**src/shared/dcb_regs.vh**
```
`ifndef DCB_REGS_VH
`define DCB_REGS_VH
// ==========================================================
// widths and reset values
`define DCB_CNT_W     16
`define DCB_BUS_W     8
`define DCB_CNT_RST   16'h0000
`define DCB_BYTE_RST  8'h00
// read gate select codes (one-hot, active low gates inverted)
`define DCB_SEL_AL    4'h1
`define DCB_SEL_AH    4'h2
`define DCB_SEL_BL    4'h4
`define DCB_SEL_BH    4'h8
`endif

```
**src/design/dcb_dual_counter.v**
```verilog
`timescale 1ns/1ns
// Contract
// - two independent 16-bit up-counters, own count clocks
// - counter A counts every rising count edge
// - counter B counts only while enable low
// - active-low clear zeroes both counters
// - register clock edge stores both counts
// - first low gate drives stored A[7:0]
// - first high gate drives stored A[15:8]
// - second low gate drives stored B[7:0]
// - second high gate drives stored B[15:8]
// - read bus 8 bits, bit0 is LSB
// - overflow-ready low while A at full count
`include "dcb_regs.vh"

module dcb_dual_counter #(
    parameter CNT_W = `DCB_CNT_W
) (
    input  wire                  ref_clk,
    input  wire                  rst_n,
    input  wire                  counters_clear_n,
    input  wire                  count_clock_first,
    input  wire                  count_clock_second,
    input  wire                  second_count_enable_n,
    input  wire                  store_clock,
    input  wire                  first_low_byte_gate_n,
    input  wire                  first_high_byte_gate_n,
    input  wire                  second_low_byte_gate_n,
    input  wire                  second_high_byte_gate_n,
    output reg  [`DCB_BUS_W-1:0] read_bus_o,
    output reg  [`DCB_BUS_W-1:0] read_bus_oe_n,
    output reg                   first_overflow_ready_n
);

    // ==========================================================
    // edge detection on the sampled pin clocks
    // pins are sampled by ref_clk, so each pin clock must stay
    // at or below half of ref_clk to be seen
    wire                    rise_a;
    wire                    rise_b;
    wire                    rise_r;
    wire [CNT_W-1:0]        cnt_a_q;
    wire [CNT_W-1:0]        cnt_b_q;
    wire [CNT_W-1:0]        cnt_a_d;
    wire [CNT_W-1:0]        cnt_b_d;
    reg  [CNT_W-1:0]        store_a_q;
    reg  [CNT_W-1:0]        store_b_q;
    reg  [2*`DCB_BUS_W-1:0] wide_a;
    reg  [2*`DCB_BUS_W-1:0] wide_b;
    reg  [3:0]              sel;
    reg  [`DCB_BUS_W-1:0]   byte_d;

    dcb_edge_det u_edge_a
    (
        .clk   (ref_clk),
        .rst_n (rst_n),
        .pin   (count_clock_first),
        .rise  (rise_a)
    );

    dcb_edge_det u_edge_b
    (
        .clk   (ref_clk),
        .rst_n (rst_n),
        .pin   (count_clock_second),
        .rise  (rise_b)
    );

    dcb_edge_det u_edge_r
    (
        .clk   (ref_clk),
        .rst_n (rst_n),
        .pin   (store_clock),
        .rise  (rise_r)
    );

    // ==========================================================
    // counters
    dcb_up_counter #(
        .CNT_W   (CNT_W)
    ) u_cnt_a (
        .clk     (ref_clk),
        .rst_n   (rst_n),
        .clear_n (counters_clear_n),
        .step    (rise_a),
        .next    (cnt_a_d),
        .count_q (cnt_a_q)
    );

    dcb_up_counter #(
        .CNT_W   (CNT_W)
    ) u_cnt_b (
        .clk     (ref_clk),
        .rst_n   (rst_n),
        .clear_n (counters_clear_n),
        .step    (rise_b & ~second_count_enable_n),
        .next    (cnt_b_d),
        .count_q (cnt_b_q)
    );

    // ==========================================================
    // storage register and overflow flag
    always @(posedge ref_clk)
    begin
        if (!rst_n)
        begin
            store_a_q              <= {CNT_W{1'b0}};
            store_b_q              <= {CNT_W{1'b0}};
            first_overflow_ready_n <= 1'b1;
        end
        else
        begin
            if (rise_r)
            begin
                store_a_q <= cnt_a_q;
                store_b_q <= cnt_b_q;
            end
            // flag follows the next counter value so it is not a cycle late
            first_overflow_ready_n <= ~(&cnt_a_d) | ~counters_clear_n;
        end
    end

    // ==========================================================
    // byte read bus
    always @*
    begin
        sel = {~second_high_byte_gate_n, ~second_low_byte_gate_n,
               ~first_high_byte_gate_n, ~first_low_byte_gate_n};
        // counters narrower than two bytes read back zero-filled
        wide_a = {(2*`DCB_BUS_W){1'b0}};
        wide_b = {(2*`DCB_BUS_W){1'b0}};
        wide_a[CNT_W-1:0] = store_a_q;
        wide_b[CNT_W-1:0] = store_b_q;
        byte_d = `DCB_BYTE_RST;
        case (sel)
            `DCB_SEL_AL: byte_d = wide_a[7:0];
            `DCB_SEL_AH: byte_d = wide_a[15:8];
            `DCB_SEL_BL: byte_d = wide_b[7:0];
            `DCB_SEL_BH: byte_d = wide_b[15:8];
            default:     byte_d = `DCB_BYTE_RST;
        endcase
    end

    always @(posedge ref_clk)
    begin
        if (!rst_n)
        begin
            read_bus_o    <= `DCB_BYTE_RST;
            read_bus_oe_n <= {`DCB_BUS_W{1'b1}};
        end
        else
        begin
            read_bus_o <= byte_d;
            // several gates at once is illegal; bus is released then
            if (sel == `DCB_SEL_AL || sel == `DCB_SEL_AH ||
                sel == `DCB_SEL_BL || sel == `DCB_SEL_BH)
                read_bus_oe_n <= {`DCB_BUS_W{1'b0}};
            else
                read_bus_oe_n <= {`DCB_BUS_W{1'b1}};
        end
    end

endmodule // dcb_dual_counter

// ==========================================================
// rising-edge detector for a pin clock sampled by ref_clk
module dcb_edge_det
(
    input  wire clk,
    input  wire rst_n,
    input  wire pin,
    output wire rise
);

    // pin clocks idle low, so the history resets low and no
    // false edge follows reset
    reg pin_q;

    assign rise = pin & ~pin_q;

    always @(posedge clk)
    begin
        if (!rst_n)
            pin_q <= 1'b0;
        else
            pin_q <= pin;
    end

endmodule // dcb_edge_det

// ==========================================================
// one up-counter with asynchronous clear; wraps from all ones
module dcb_up_counter #(
    parameter CNT_W = `DCB_CNT_W
) (
    input  wire             clk,
    input  wire             rst_n,
    input  wire             clear_n,
    input  wire             step,
    output wire [CNT_W-1:0] next,
    output reg  [CNT_W-1:0] count_q
);

    // next value is exported so the overflow flag lines up with
    // the counter instead of trailing it by a cycle
    assign next = step ? count_q + {{(CNT_W-1){1'b0}}, 1'b1} : count_q;

    // clear acts at once, even with every clock stopped; clear wins
    // over a count edge in the same cycle
    always @(posedge clk or negedge clear_n)
    begin
        if (!clear_n)
            count_q <= {CNT_W{1'b0}};
        else if (!rst_n)
            count_q <= {CNT_W{1'b0}};
        else
            count_q <= next;
    end

endmodule // dcb_up_counter

```
**config.mk**
```make
export PLATFORM = sky130hd
export DESIGN_NAME = dcb_dual_counter
export DESIGN_NICKNAME = d
export VERILOG_FILES = /design/src/design/dcb_dual_counter.v
export VERILOG_INCLUDE_DIRS = /design/src /design/src/shared
export SDC_FILE = /design/constraint.sdc
export NUM_CORES = 1
export LEC_CHECK = 0
export ABC_CLOCK_PERIOD_IN_PS = 2700
export BUFFER_PORTS_ARGS = -buffer_cell sky130_fd_sc_hd__buf_2
export CORE_MARGIN = 3
export CORE_UTILIZATION = 50
export CTS_CLUSTER_SIZE = 16
export DETAILED_ROUTE_END_ITERATION = 6
export PLACE_DENSITY = 0.66
export RECOVER_POWER = 100
export SLEW_MARGIN = 20
export SYNTH_ARGS = -nofsm -noshare
export SYNTH_HDL_FRONTEND = slang
export SYNTH_SLANG_ARGS = --single-unit
```
**constraint.sdc**
```tcl
create_clock -name ref_clk -period 2.7 [get_ports ref_clk]
set_input_delay 0.81 -clock ref_clk [delete_from_list [all_inputs] [get_ports ref_clk]]
set_output_delay 0.81 -clock ref_clk [all_outputs]
set_load 0.01 [all_outputs]
```
==> summary.txt, run 1 <==
Status - complete, but fails checks
Failing checks - capacitance limit, slew limit
Resized cells post-CTS - 0
Area grow syn2layout - 8.168%
Max Buffers Root-to-Sink - 2
Number of synthesized register bits - 77
Die width - 90.13 µm
Fin crit share - 82.24%
Unrepaired setup endpoints after global routing - false
Synthesized area - 0.003538 mm²
Core Util, Final - 56.03%
P_leak - 0.001320 µW
Count of different cell masters after synthesis - 47
YS warnings - 0
Core Box Area - 0.006832 mm²
Final hold violations - 0
Clock Sink Count - 77
P_int - 1602 µW
Slowest CP cell - clkbuf_1
Syn Nets - 424
Area after DPL - 0.003694 mm²
N_diodes - 0
Dominant cell type by area after synthesis - dfxtp_1
Synth Flop Type - dfxtp_1
Largest net degree at the start of global routing - 51
Worst path buffer plus inverter count - 2
Rel. slew slack - -20.46%
TritonCTS buffer count - 9
Number of synthesized flops with an enable pin - 0
Final Power - 2094 µW
Slowest stage delay, CP - 0.99 ns
Starting Density - 51.79%
First-pass GRT wire length - 13130 µm
Arrival @ worst endpoint - 2.48 ns
CTS tree - done
Hpwl dp - 5347 µm
Slew Limit Fails - 33
Die footprint - 0.008123 mm²
Post-synth top area share - 25.46%
CP startpoint kind - input port
Final setup vio count - 0
Final Cell Area - 0.003827 mm²
H-tree lvl count - 3
Chip Height - 90.13 µm
WP data required - 2.96 ns
Root Driver - clkbuf_8
F_max - 0.4504 GHz
Critical path's top delay family - buffers and inverters
Cell Rows - 30
Synthesized instance count - 411
Post-layout min period - 2.220 ns
Post-CTS Hold Fix Bufs - 0
Share of cells above drive strength 1 - 6.588%
Worst-Margin Slew - 1.807 ns
Final hold slack - 0.4544 ns
Vias/cell - 5.655
Final wirelength - 7856 µm
Total GRT Usage - 19.95%
Power Dens Cells - 547.2 mW/mm²
ANT nets after route - 0
# IOs - 28
Placer Congestion - 0.7980
Antenna violations before repair - 0
Clock Latency Late Sink - 0.35 ns
Crit path max fanout - 32
Maximum vdd drop - 0.2588 mV
Hold WC Path Type - register to register
Drt first pass iters - 5
Flop pwr share - 55.5%
Syn avg cell area - 8.609 µm²
Vias in the first global route - 2674
Worst Path Class, Setup - input port to register
Clock power share - 39.3%
NumNets Final - 433
Max_cap viols - 1
Net Switching - 491.9 µW
WL per Instance - 15.08 µm
Initial DRC count - 191
Share of total power in combinational logic - 5.2%
Clk slew on worst S/H paths - 0.08 ns
Largest cells by area after synthesis - dfxtp_1 (25%), dfrtp_1 (23%), nand2_1 (8.8%)
Worst path cell trace - clkbuf_1 > nor2b_2 > clkbuf_1 > nand2_1 > a21oi_1
Setup_tns - 0 ns
Worst path most repeated cell - clkbuf_1
CP Capture Type - register
Ys async rst share - 41.56%
Sequential share of the synthesized area - 48.09%
Count of input and output buffers - 27
Remaining global-route overflow - 0
DR vias - 2946
Sw frac - 23.49%
Final routed DRC violation total - 0
Worst Skew - 0.009887 ns
Postcts setup bufs - 0
-- synth_stat cells (all sizes together), types with 3 or more instances --
| library cell | count |
|---|---|
| nand2 | 83 |
| and2 | 5 |
| nor2 | 19 |
| nand3 | 17 |
| or4 | 5 |
| a22oi | 8 |
| nor2b | 6 |
| clkbuf | 26 |
| nor4 | 3 |
| o31ai | 6 |
| o21ai | 7 |
| a21oi | 52 |
| dfxtp | 45 |
| buf | 9 |
| dfrtp | 32 |
| and3 | 4 |
| inv | 3 |
| xnor2 | 11 |
| a22o | 7 |
| nor3 | 8 |
| nand4b | 4 |
| xor2 | 8 |
| or3 | 5 |
| nand4 | 11 |
| or3b | 4 |
-- cell type report --
cell class                 instances  area, µm²
clock buffer                      11      131.4
fill                             668       3004
timing repair buffer              33      143.9
sequential                        77       1702
clock inverter                     5      51.30
inverter                           3      11.26
tap                               96      120.1
multi-input combinational        296       1668
-- per-layer routing --
metal / track usage (%) / wire (µm) / vias to the layer above
met2: 28.81 / 3410 / 90
met3: 4.770 / 451 / 8
met1: 29.41 / 3938 / 1388
met5: 0 / 0 / -
li1: - / - / 1460
met4: 6.378 / 56 / 0
-- tightest hold or removal path, delay by kind of cell (launching register included) --
family	cells	cell delay [ns]
simple gates	1	0.05
compound gates	1	0.05
flops	1	0.31
-- stage by stage --
step / worst slack (ns) / cells
global placement: 0.3169 / 505
global route: 0.2151 / 521
finish: 0.4796 / 521
CTS: 0.5768 / 521
detailed placement: 0.3146 / 505
floorplan: 0.3644 / 411
-- power by group through the flow --
stage	sequential, µW	combinational, µW	clock [µW]
floorplan	1180	76.6	0
global placement	1190	116	0
detailed placement	1190	118	0
CTS	1160	118	845
global route	1160	122	912
finish	1160	109	824
-- placed cells by master (no fill, tap or decap), types with 4 or more instances in the layout --
cell | netlist | final
nand2_1 | 83 | 83
a21oi_1 | 52 | 52
dfxtp_1 | 45 | 45
dfrtp_1 | 32 | 32
clkbuf_1 | 26 | 25
nor2_1 | 19 | 19
nand3_1 | 17 | 17
nand4_1 | 11 | 11
xnor2_1 | 11 | 11
clkbuf_8 | 0 | 9
nor3_1 | 8 | 8
xor2_1 | 8 | 8
a22oi_1 | 8 | 8
o21ai_0 | 6 | 7
a22o_1 | 7 | 7
o31ai_1 | 6 | 6
buf_2 | 2 | 6
or4_1 | 5 | 5
nor2b_1 | 6 | 5
nand4b_1 | 4 | 4
and3_1 | 4 | 4
or3_1 | 4 | 4
-- logic make-up after synthesis --
kind of cell               share of synthesized area (%)
DFF                                                48.09
and+or+nand+nor                                    25.64
xor gates and xnor gates                           4.703
muxes                                             0.3182
buffers and inverters                              4.844
adders and majority gates                         0.7071
AOI/OAI and AO/OA                                  15.70
-- final timing paths --
path,from,end,slack [ns],cells after the start
max,store_clock,store_b_q[0]$_SDFFE_PN0P_,0.48,5
min,store_b_q[3]$_SDFFE_PN0P_,store_b_q[3]$_SDFFE_PN0P_,0.45,2
max reg2reg,u_cnt_a.count_q[0]$_DFF_PN0_,first_overflow_ready_n$_SDFF_PN1_,0.56,5
min reg2reg,store_b_q[3]$_SDFFE_PN0P_,store_b_q[3]$_SDFFE_PN0P_,0.45,2
max in group asynchronous,counters_clear_n,u_cnt_a.count_q[6]$_DFF_PN0_,0.57,2
min in group asynchronous,counters_clear_n,u_cnt_b.count_q[14]$_DFFE_PN0P_,1.07,2
-- sequential cells by signal, summed over array words and instances (netlist names) --
signal / flops
u_edge_a.pin_q: 1
u_cnt_b.count_q: 16
read_bus_o: 8
store_b_q: 16
read_bus_oe_n: 1
u_edge_r.pin_q: 1
u_edge_b.pin_q: 1
store_a_q: 16
u_cnt_a.count_q: 16
first_overflow_ready_n: 1
Power figures use the tool's default switching activity.
==> run 2: changes to the inputs <==
ABC_CLOCK_PERIOD_IN_PS = 2000   (was 2700)
PLACE_DENSITY = 0.69   (was 0.66)
clock period = 2 ns   (was 2.7 ns; I/O delays follow)
==> summary.txt, run 2 (synthesis gave the netlist of run 1 again) <==
CTS tree - done (unchanged)
F_max - 0.5426 GHz
Crit path max fanout - 7 (was 32)
First-pass GRT wire length - 13200 µm (was 13130 µm)
Final setup vio count - 0 (unchanged)
Slowest CP cell - dfrtp_1 (was clkbuf_1)
Starting Density - 51.79% (unchanged)
Final routed DRC violation total - 0 (unchanged)
Vias/cell - 5.575 (was 5.655)
Clock Latency Late Sink - 0.35 ns (about the same)
Commonest non-fill, non-tap cells in the layout - nand2_1 (83), a21oi_1 (52), dfxtp_1 (45), dfrtp_1 (32), buf_4 (27) (was nand2_1 (83), a21oi_1 (52), dfxtp_1 (45), dfrtp_1 (32), clkbuf_1 (25))
R2R Setup Slk - 0.16 ns (was 0.56 ns)
NumNets Final - 458 (was 433)
ANT nets after route - 0 (unchanged)
Remaining global-route overflow - 0 (unchanged)
Placer Congestion - 0.8445 (was 0.7980)
Drt first pass iters - 4 (was 5)
Worst-Margin Slew - 0.8382 ns (was 1.807 ns)
TritonCTS buffer count - 9 (unchanged)
Final wirelength - 7863 µm (was 7856 µm)
Worst Skew - 0.008219 ns (was 0.009887 ns)
Die width - 90.13 µm (unchanged)
H-tree lvl count - 3 (unchanged)
DR vias - 3044 (was 2946)
Maximum vdd drop - 0.4287 mV (was 0.2588 mV)
Hpwl dp - 5582 µm (was 5347 µm)
P_leak - 0.001483 µW (was 0.001320 µW)
CP Capture Type - register (unchanged)
Share of cells above drive strength 1 - 12.67% (was 6.588%)
Post-CTS Hold Fix Bufs - 0 (unchanged)
# IOs - 28 (unchanged)
Post-layout min period - 1.843 ns
Initial DRC count - 201 (was 191)
Status - complete, no violations (was complete, but fails checks)
Worst path cell trace - ha_1 > nand2_1 > o31a_1 > or3b_1 > a2111o_1 (was clkbuf_1 > nor2b_2 > clkbuf_1 > nand2_1 > a21oi_1)
Vias in the first global route - 2672 (was 2674)
Leading cell type in the layout, fill and taps excluded - nand2_1 (unchanged)
Fin crit share - 92.16%
Final Power - 3215 µW (was 2094 µW)
Core Box Area - 0.006832 mm² (unchanged)
Postcts setup bufs - 0 (unchanged)
Largest net degree at the start of global routing - 53 (was 51)
Hold WC Path Type - register to register (unchanged)
N_diodes - 0 (unchanged)
WL per Instance - 14.40 µm (was 15.08 µm)
Max Buffers Root-to-Sink - 2 (unchanged)
Slowest stage delay, CP - 0.44 ns (was 0.99 ns)
Clk slew on worst S/H paths - 0.08 ns (about the same)
CP startpoint kind - register (was input port)
Arrival @ worst endpoint - 2.08 ns (was 2.48 ns)
Rel. slew slack - 44.12% (was -20.46%)
Unrepaired setup endpoints after global routing - false (unchanged)
Final hold violations - 0 (unchanged)
Antenna violations before repair - 0 (unchanged)
Final hold slack - 0.4574 ns (was 0.4544 ns)
Chip Height - 90.13 µm (unchanged)
Clock Sink Count - 77 (unchanged)
Total GRT Usage - 20.10% (was 19.95%)
Max_cap viols - 0 (was 1)
Core Util, Final - 59.91% (was 56.03%)
Area grow syn2layout - 15.66% (was 8.168%)
Power Dens Cells - 785.5 mW/mm² (was 547.2 mW/mm²)
Resized cells post-CTS - 0 (unchanged)
Critical path's top delay family - compound AO/OA/AOI/OAI gates (was buffers and inverters)
Worst Path Class, Setup - register to register (was input port to register)
WP data required - 2.24 ns (was 2.96 ns)
Count of input and output buffers - 27 (unchanged)
Worst path buffer plus inverter count - 0 (was 2)
Die footprint - 0.008123 mm² (unchanged)
Cell Rows - 30 (unchanged)
Slew Limit Fails - 0 (was 33)
Root Driver - clkbuf_8 (unchanged)
-- run 2: worst register-to-register path, stage by stage, from the launching register on --
cell and delay [ns]:
dfrtp_1 0.44, ha_1 0.22, nand2_1 0.06, o31a_1 0.24, or3b_1 0.37, a2111o_1 0.40
-- run 2: per-stage QoR --
step	TNS [ns]	std cells	setup slack [ns]	cell area, µm²
2_1_floorplan	-0.1818	411	-0.08690	3545
3_3_place_gp	-0.2696	530	-0.1254	3881
3_5_place_dp	-0.2966	530	-0.1302	3881
4_1_cts	0	546	0.1597	4139
5_1_grt	0	546	0.01435	4093
6_report	0	546	0.1569	4093
-- run 2: path summary, 6_finish.rpt --
path | endpoint | cells after the start | from
max reg2reg | first_overflow_ready_n$_SDFF_PN1_ | 5 | u_cnt_a.count_q[0]$_DFF_PN0_
max | first_overflow_ready_n$_SDFF_PN1_ | 5 | u_cnt_a.count_q[0]$_DFF_PN0_
min | store_b_q[6]$_SDFFE_PN0P_ | 2 | store_b_q[6]$_SDFFE_PN0P_
max in group asynchronous | u_cnt_b.count_q[1]$_DFFE_PN0P_ | 2 | counters_clear_n
min in group asynchronous | u_cnt_b.count_q[8]$_DFFE_PN0P_ | 2 | counters_clear_n
min reg2reg | store_b_q[6]$_SDFFE_PN0P_ | 2 | store_b_q[6]$_SDFFE_PN0P_
-- run 2: power breakdown --
group	internal (µW)	switching, µW
Sequential	1550	13.1
Clock	900	587
Combinational	50.0	113
Total	2500	712
-- run 2: area by class of cell --
| type | instances | area (µm²) |
|---|---|---|
| clock buffers | 11 | 151.4 |
| clock inverters | 5 | 106.4 |
| fillers | 617 | 2739 |
| inverters | 3 | 11.26 |
| multi-input cells | 296 | 1668 |
| flip-flops and latches | 77 | 1702 |
| well taps | 96 | 120.1 |
| repair buffers | 58 | 334.1 |
-- run 2: metal layers --
metal / vias to the layer above / GRT usage [%] / wire length, µm / share of wire [%]
li1: 1509 / - / - / -
met1: 1418 / 30.04 / 3889 / 49
met2: 102 / 28.75 / 3367 / 43
met3: 15 / 3.766 / 482 / 6.1
met4: 0 / 7.653 / 123 / 1.6
met5: - / 0 / 0 / 0
==> run 3: changes to the inputs <==
CORE_ASPECT_RATIO = 0.8   (was default)
SYNTH_HIERARCHICAL = 1   (was default)
==> summary.txt, run 3 <==
Clk slew on worst S/H paths - 0.08 ns (about the same)
Slowest CP cell - or4_1 (was dfrtp_1)
Core Util, Final - 62.39% (was 59.91%)
FILL cells - 603 (was 617)
Hold WC Path Type - input port to register (was register to register)
Setup_tns - -0.04566 ns (was 0 ns)
Setup slack after layout - -0.04566 ns (was 0.1569 ns)
Final Cell Area - 0.004700 mm² (was 0.004093 mm²)
Commonest non-fill, non-tap cells in the layout - mux2i_1 (48), dfxtp_1 (45), buf_4 (39), nor2_1 (32), nand2_1 (32) (was nand2_1 (83), a21oi_1 (52), dfxtp_1 (45), dfrtp_1 (32), buf_4 (27))
WL per Instance - 15.77 µm (was 14.40 µm)
Vias in the first global route - 2873 (was 2672)
Synthesized instance count - 382 (was 411)
H-tree lvl count - 3 (unchanged)
Max_cap viols - 0 (unchanged)
Root Driver - clkbuf_8 (unchanged)
Area of the multi-input gates - 0.002120 mm² (was 0.001668 mm²)
Unrepaired setup endpoints after global routing - true (was false)
N_diodes - 0 (unchanged)
Die footprint - 0.009036 mm² (was 0.008123 mm²)
Status - complete, but fails checks (was complete, no violations)
Worst path cell trace - buf_2 > nor2b_4 > nand4_4 > buf_6 > nor4_4 > xor2_1 > nand4_1 > or4_1 (was ha_1 > nand2_1 > o31a_1 > or3b_1 > a2111o_1)
First-pass GRT wire length - 14700 µm (was 13200 µm)
Count of input and output buffers - 27 (unchanged)
F_max - 0.4888 GHz (was 0.5426 GHz)
Crit path max fanout - 8 (was 7)
Core Box Area - 0.007532 mm² (was 0.006832 mm²)
Final hold slack - 0.4689 ns (was 0.4574 ns)
Area grow syn2layout - 18.60% (was 15.66%)
Worst Path Class, Setup - input port to register (was register to register)
Share of cells above drive strength 1 - 27.77% (was 12.67%)
Critical path's top delay family - simple AND/OR/NAND/NOR gates (was compound AO/OA/AOI/OAI gates)
Slew Limit Fails - 0 (unchanged)
Rel. slew slack - 30.17% (was 44.12%)
Final hold violations - 0 (unchanged)
Post-layout min period - 2.046 ns (was 1.843 ns)
Synthesized area - 0.003963 mm² (was 0.003538 mm²)
Remaining global-route overflow - 0 (unchanged)
# IOs - 28 (unchanged)
TritonCTS buffer count - 9 (unchanged)
CP Capture Type - register (unchanged)
Clock Latency Late Sink - 0.35 ns (about the same)
Largest net degree at the start of global routing - 33 (was 53)
ANT nets after route - 0 (unchanged)
WP data required - 2.23 ns (was 2.24 ns)
Worst Skew - 0.009489 ns (was 0.008219 ns)
Fin crit share - 102.3% (was 92.16%)
Max Buffers Root-to-Sink - 2 (unchanged)
Chip Height - 85.63 µm (was 90.13 µm)
CP startpoint kind - input port (was register)
Syn Nets - 395 (was 424)
Final setup vio count - 1 (was 0)
Starting Density - 52.61% (was 51.79%)
Area after DPL - 0.004407 mm² (was 0.003881 mm²)
Worst path buffer plus inverter count - 2 (was 0)
Vias/cell - 5.405 (was 5.575)
Syn avg cell area - 10.37 µm² (was 8.609 µm²)
Initial DRC count - 175 (was 201)
Die width - 105.5 µm (was 90.13 µm)
Cell Rows - 28 (was 30)
Clock Sink Count - 77 (unchanged)
DR vias - 2962 (was 3044)
Power Dens Cells - 683.2 mW/mm² (was 785.5 mW/mm²)
P_leak - 0.002095 µW (was 0.001483 µW)
Leading cell type in the layout, fill and taps excluded - mux2i_1 (was nand2_1)
Reg area - 0.001704 mm² (was 0.001702 mm²)
Arrival @ worst endpoint - 2.28 ns (was 2.08 ns)
NumNets Final - 451 (was 458)
Hpwl dp - 6073 µm (was 5582 µm)
Drt first pass iters - 4 (unchanged)
Antenna violations before repair - 0 (unchanged)
CTS tree - done (unchanged)
Maximum vdd drop - 0.3632 mV (was 0.4287 mV)
Placer Congestion - 0.8394 (was 0.8445)
Final routed DRC violation total - 0 (unchanged)
Worst-Margin Slew - 1.047 ns (was 0.8382 ns)
Total GRT Usage - 20.22% (was 20.10%)
YS warnings - 6 (was 0)
Final wirelength - 8641 µm (was 7863 µm)
Slowest stage delay, CP - 0.51 ns (was 0.44 ns)
Failing checks - setup timing
## run 3: final timing paths
path                                         startpoint                           endpoint  slack [ns]  cells past startpoint
hold reg to reg               store_b_q[6]$_SDFFE_PN0P_          store_b_q[6]$_SDFFE_PN0P_        0.50                      2
setup reg to reg           u_cnt_a/count_q[1]$_DFF_PN0_  first_overflow_ready_n$_SDFF_PN1_       -0.02                      7
max in group asynchronous              counters_clear_n       u_cnt_a/count_q[5]$_DFF_PN0_        0.80                      2
hold / removal                       count_clock_second          u_edge_b/pin_q$_SDFF_PN0_        0.47                      2
min in group asynchronous              counters_clear_n       u_cnt_a/count_q[1]$_DFF_PN0_        0.60                      2
setup / recovery                      count_clock_first  first_overflow_ready_n$_SDFF_PN1_       -0.05                      8
## run 3: repair_timing
item,4_1_cts,5_1_grt
resized for setup,4,4
buffers inserted,2,5
gates cloned,0,0
hold buffers,0,0
pin swaps,2,4
endpoints found under the setup margin,1,1
## run 3: layout make-up
| type | count | share of cell area (%) |
|---|---|---|
| repair buffers | 73 | 10.33 |
| flip-flops and latches | 77 | 36.26 |
| well taps | 105 | 2.796 |
| clock buffers | 10 | 2.716 |
| inverters | 5 | 0.3994 |
| clock inverters | 6 | 2.396 |
| multi-input cells | 272 | 45.10 |
## run 3: metal layers
| metal | part of all wire (%) | routed length [µm] | vias up | GRT usage, % |
|---|---|---|---|---|
| met2 | 43 | 3719 | 52 | 29.69 |
| met4 | 1.2 | 100 | 0 | 3.647 |
| met1 | 52 | 4475 | 1445 | 30.33 |
| li1 | - | - | 1456 | - |
| met5 | 0 | 0 | - | 0 |
| met3 | 4.0 | 346 | 9 | 5.418 |
## run 3: metrics by stage
step	power, µW	setup WS [ns]	std cells
after floorplan	1749	-0.2103	382
after global placement	1822	-0.3421	525
after detailed placement	1825	-0.4045	525
after CTS	3240	0.01043	543
after global routing	3332	-0.1270	548
final	3211	-0.04566	548
## run 3: worst reg2reg max path, stage by stage (launching register included)
cell,delay [ns]
dfrtp_1,0.39
buf_6,0.12
nand4_4,0.18
buf_6,0.18
nor4_4,0.25
xor2_1,0.18
nand4_1,0.09
or4_1,0.51
## run 3: report_power, final
group          internal [µW]  switching (µW)  total, µW
clock network            832             579       1410
registers               1550            12.8       1570
logic                   98.4             134        232
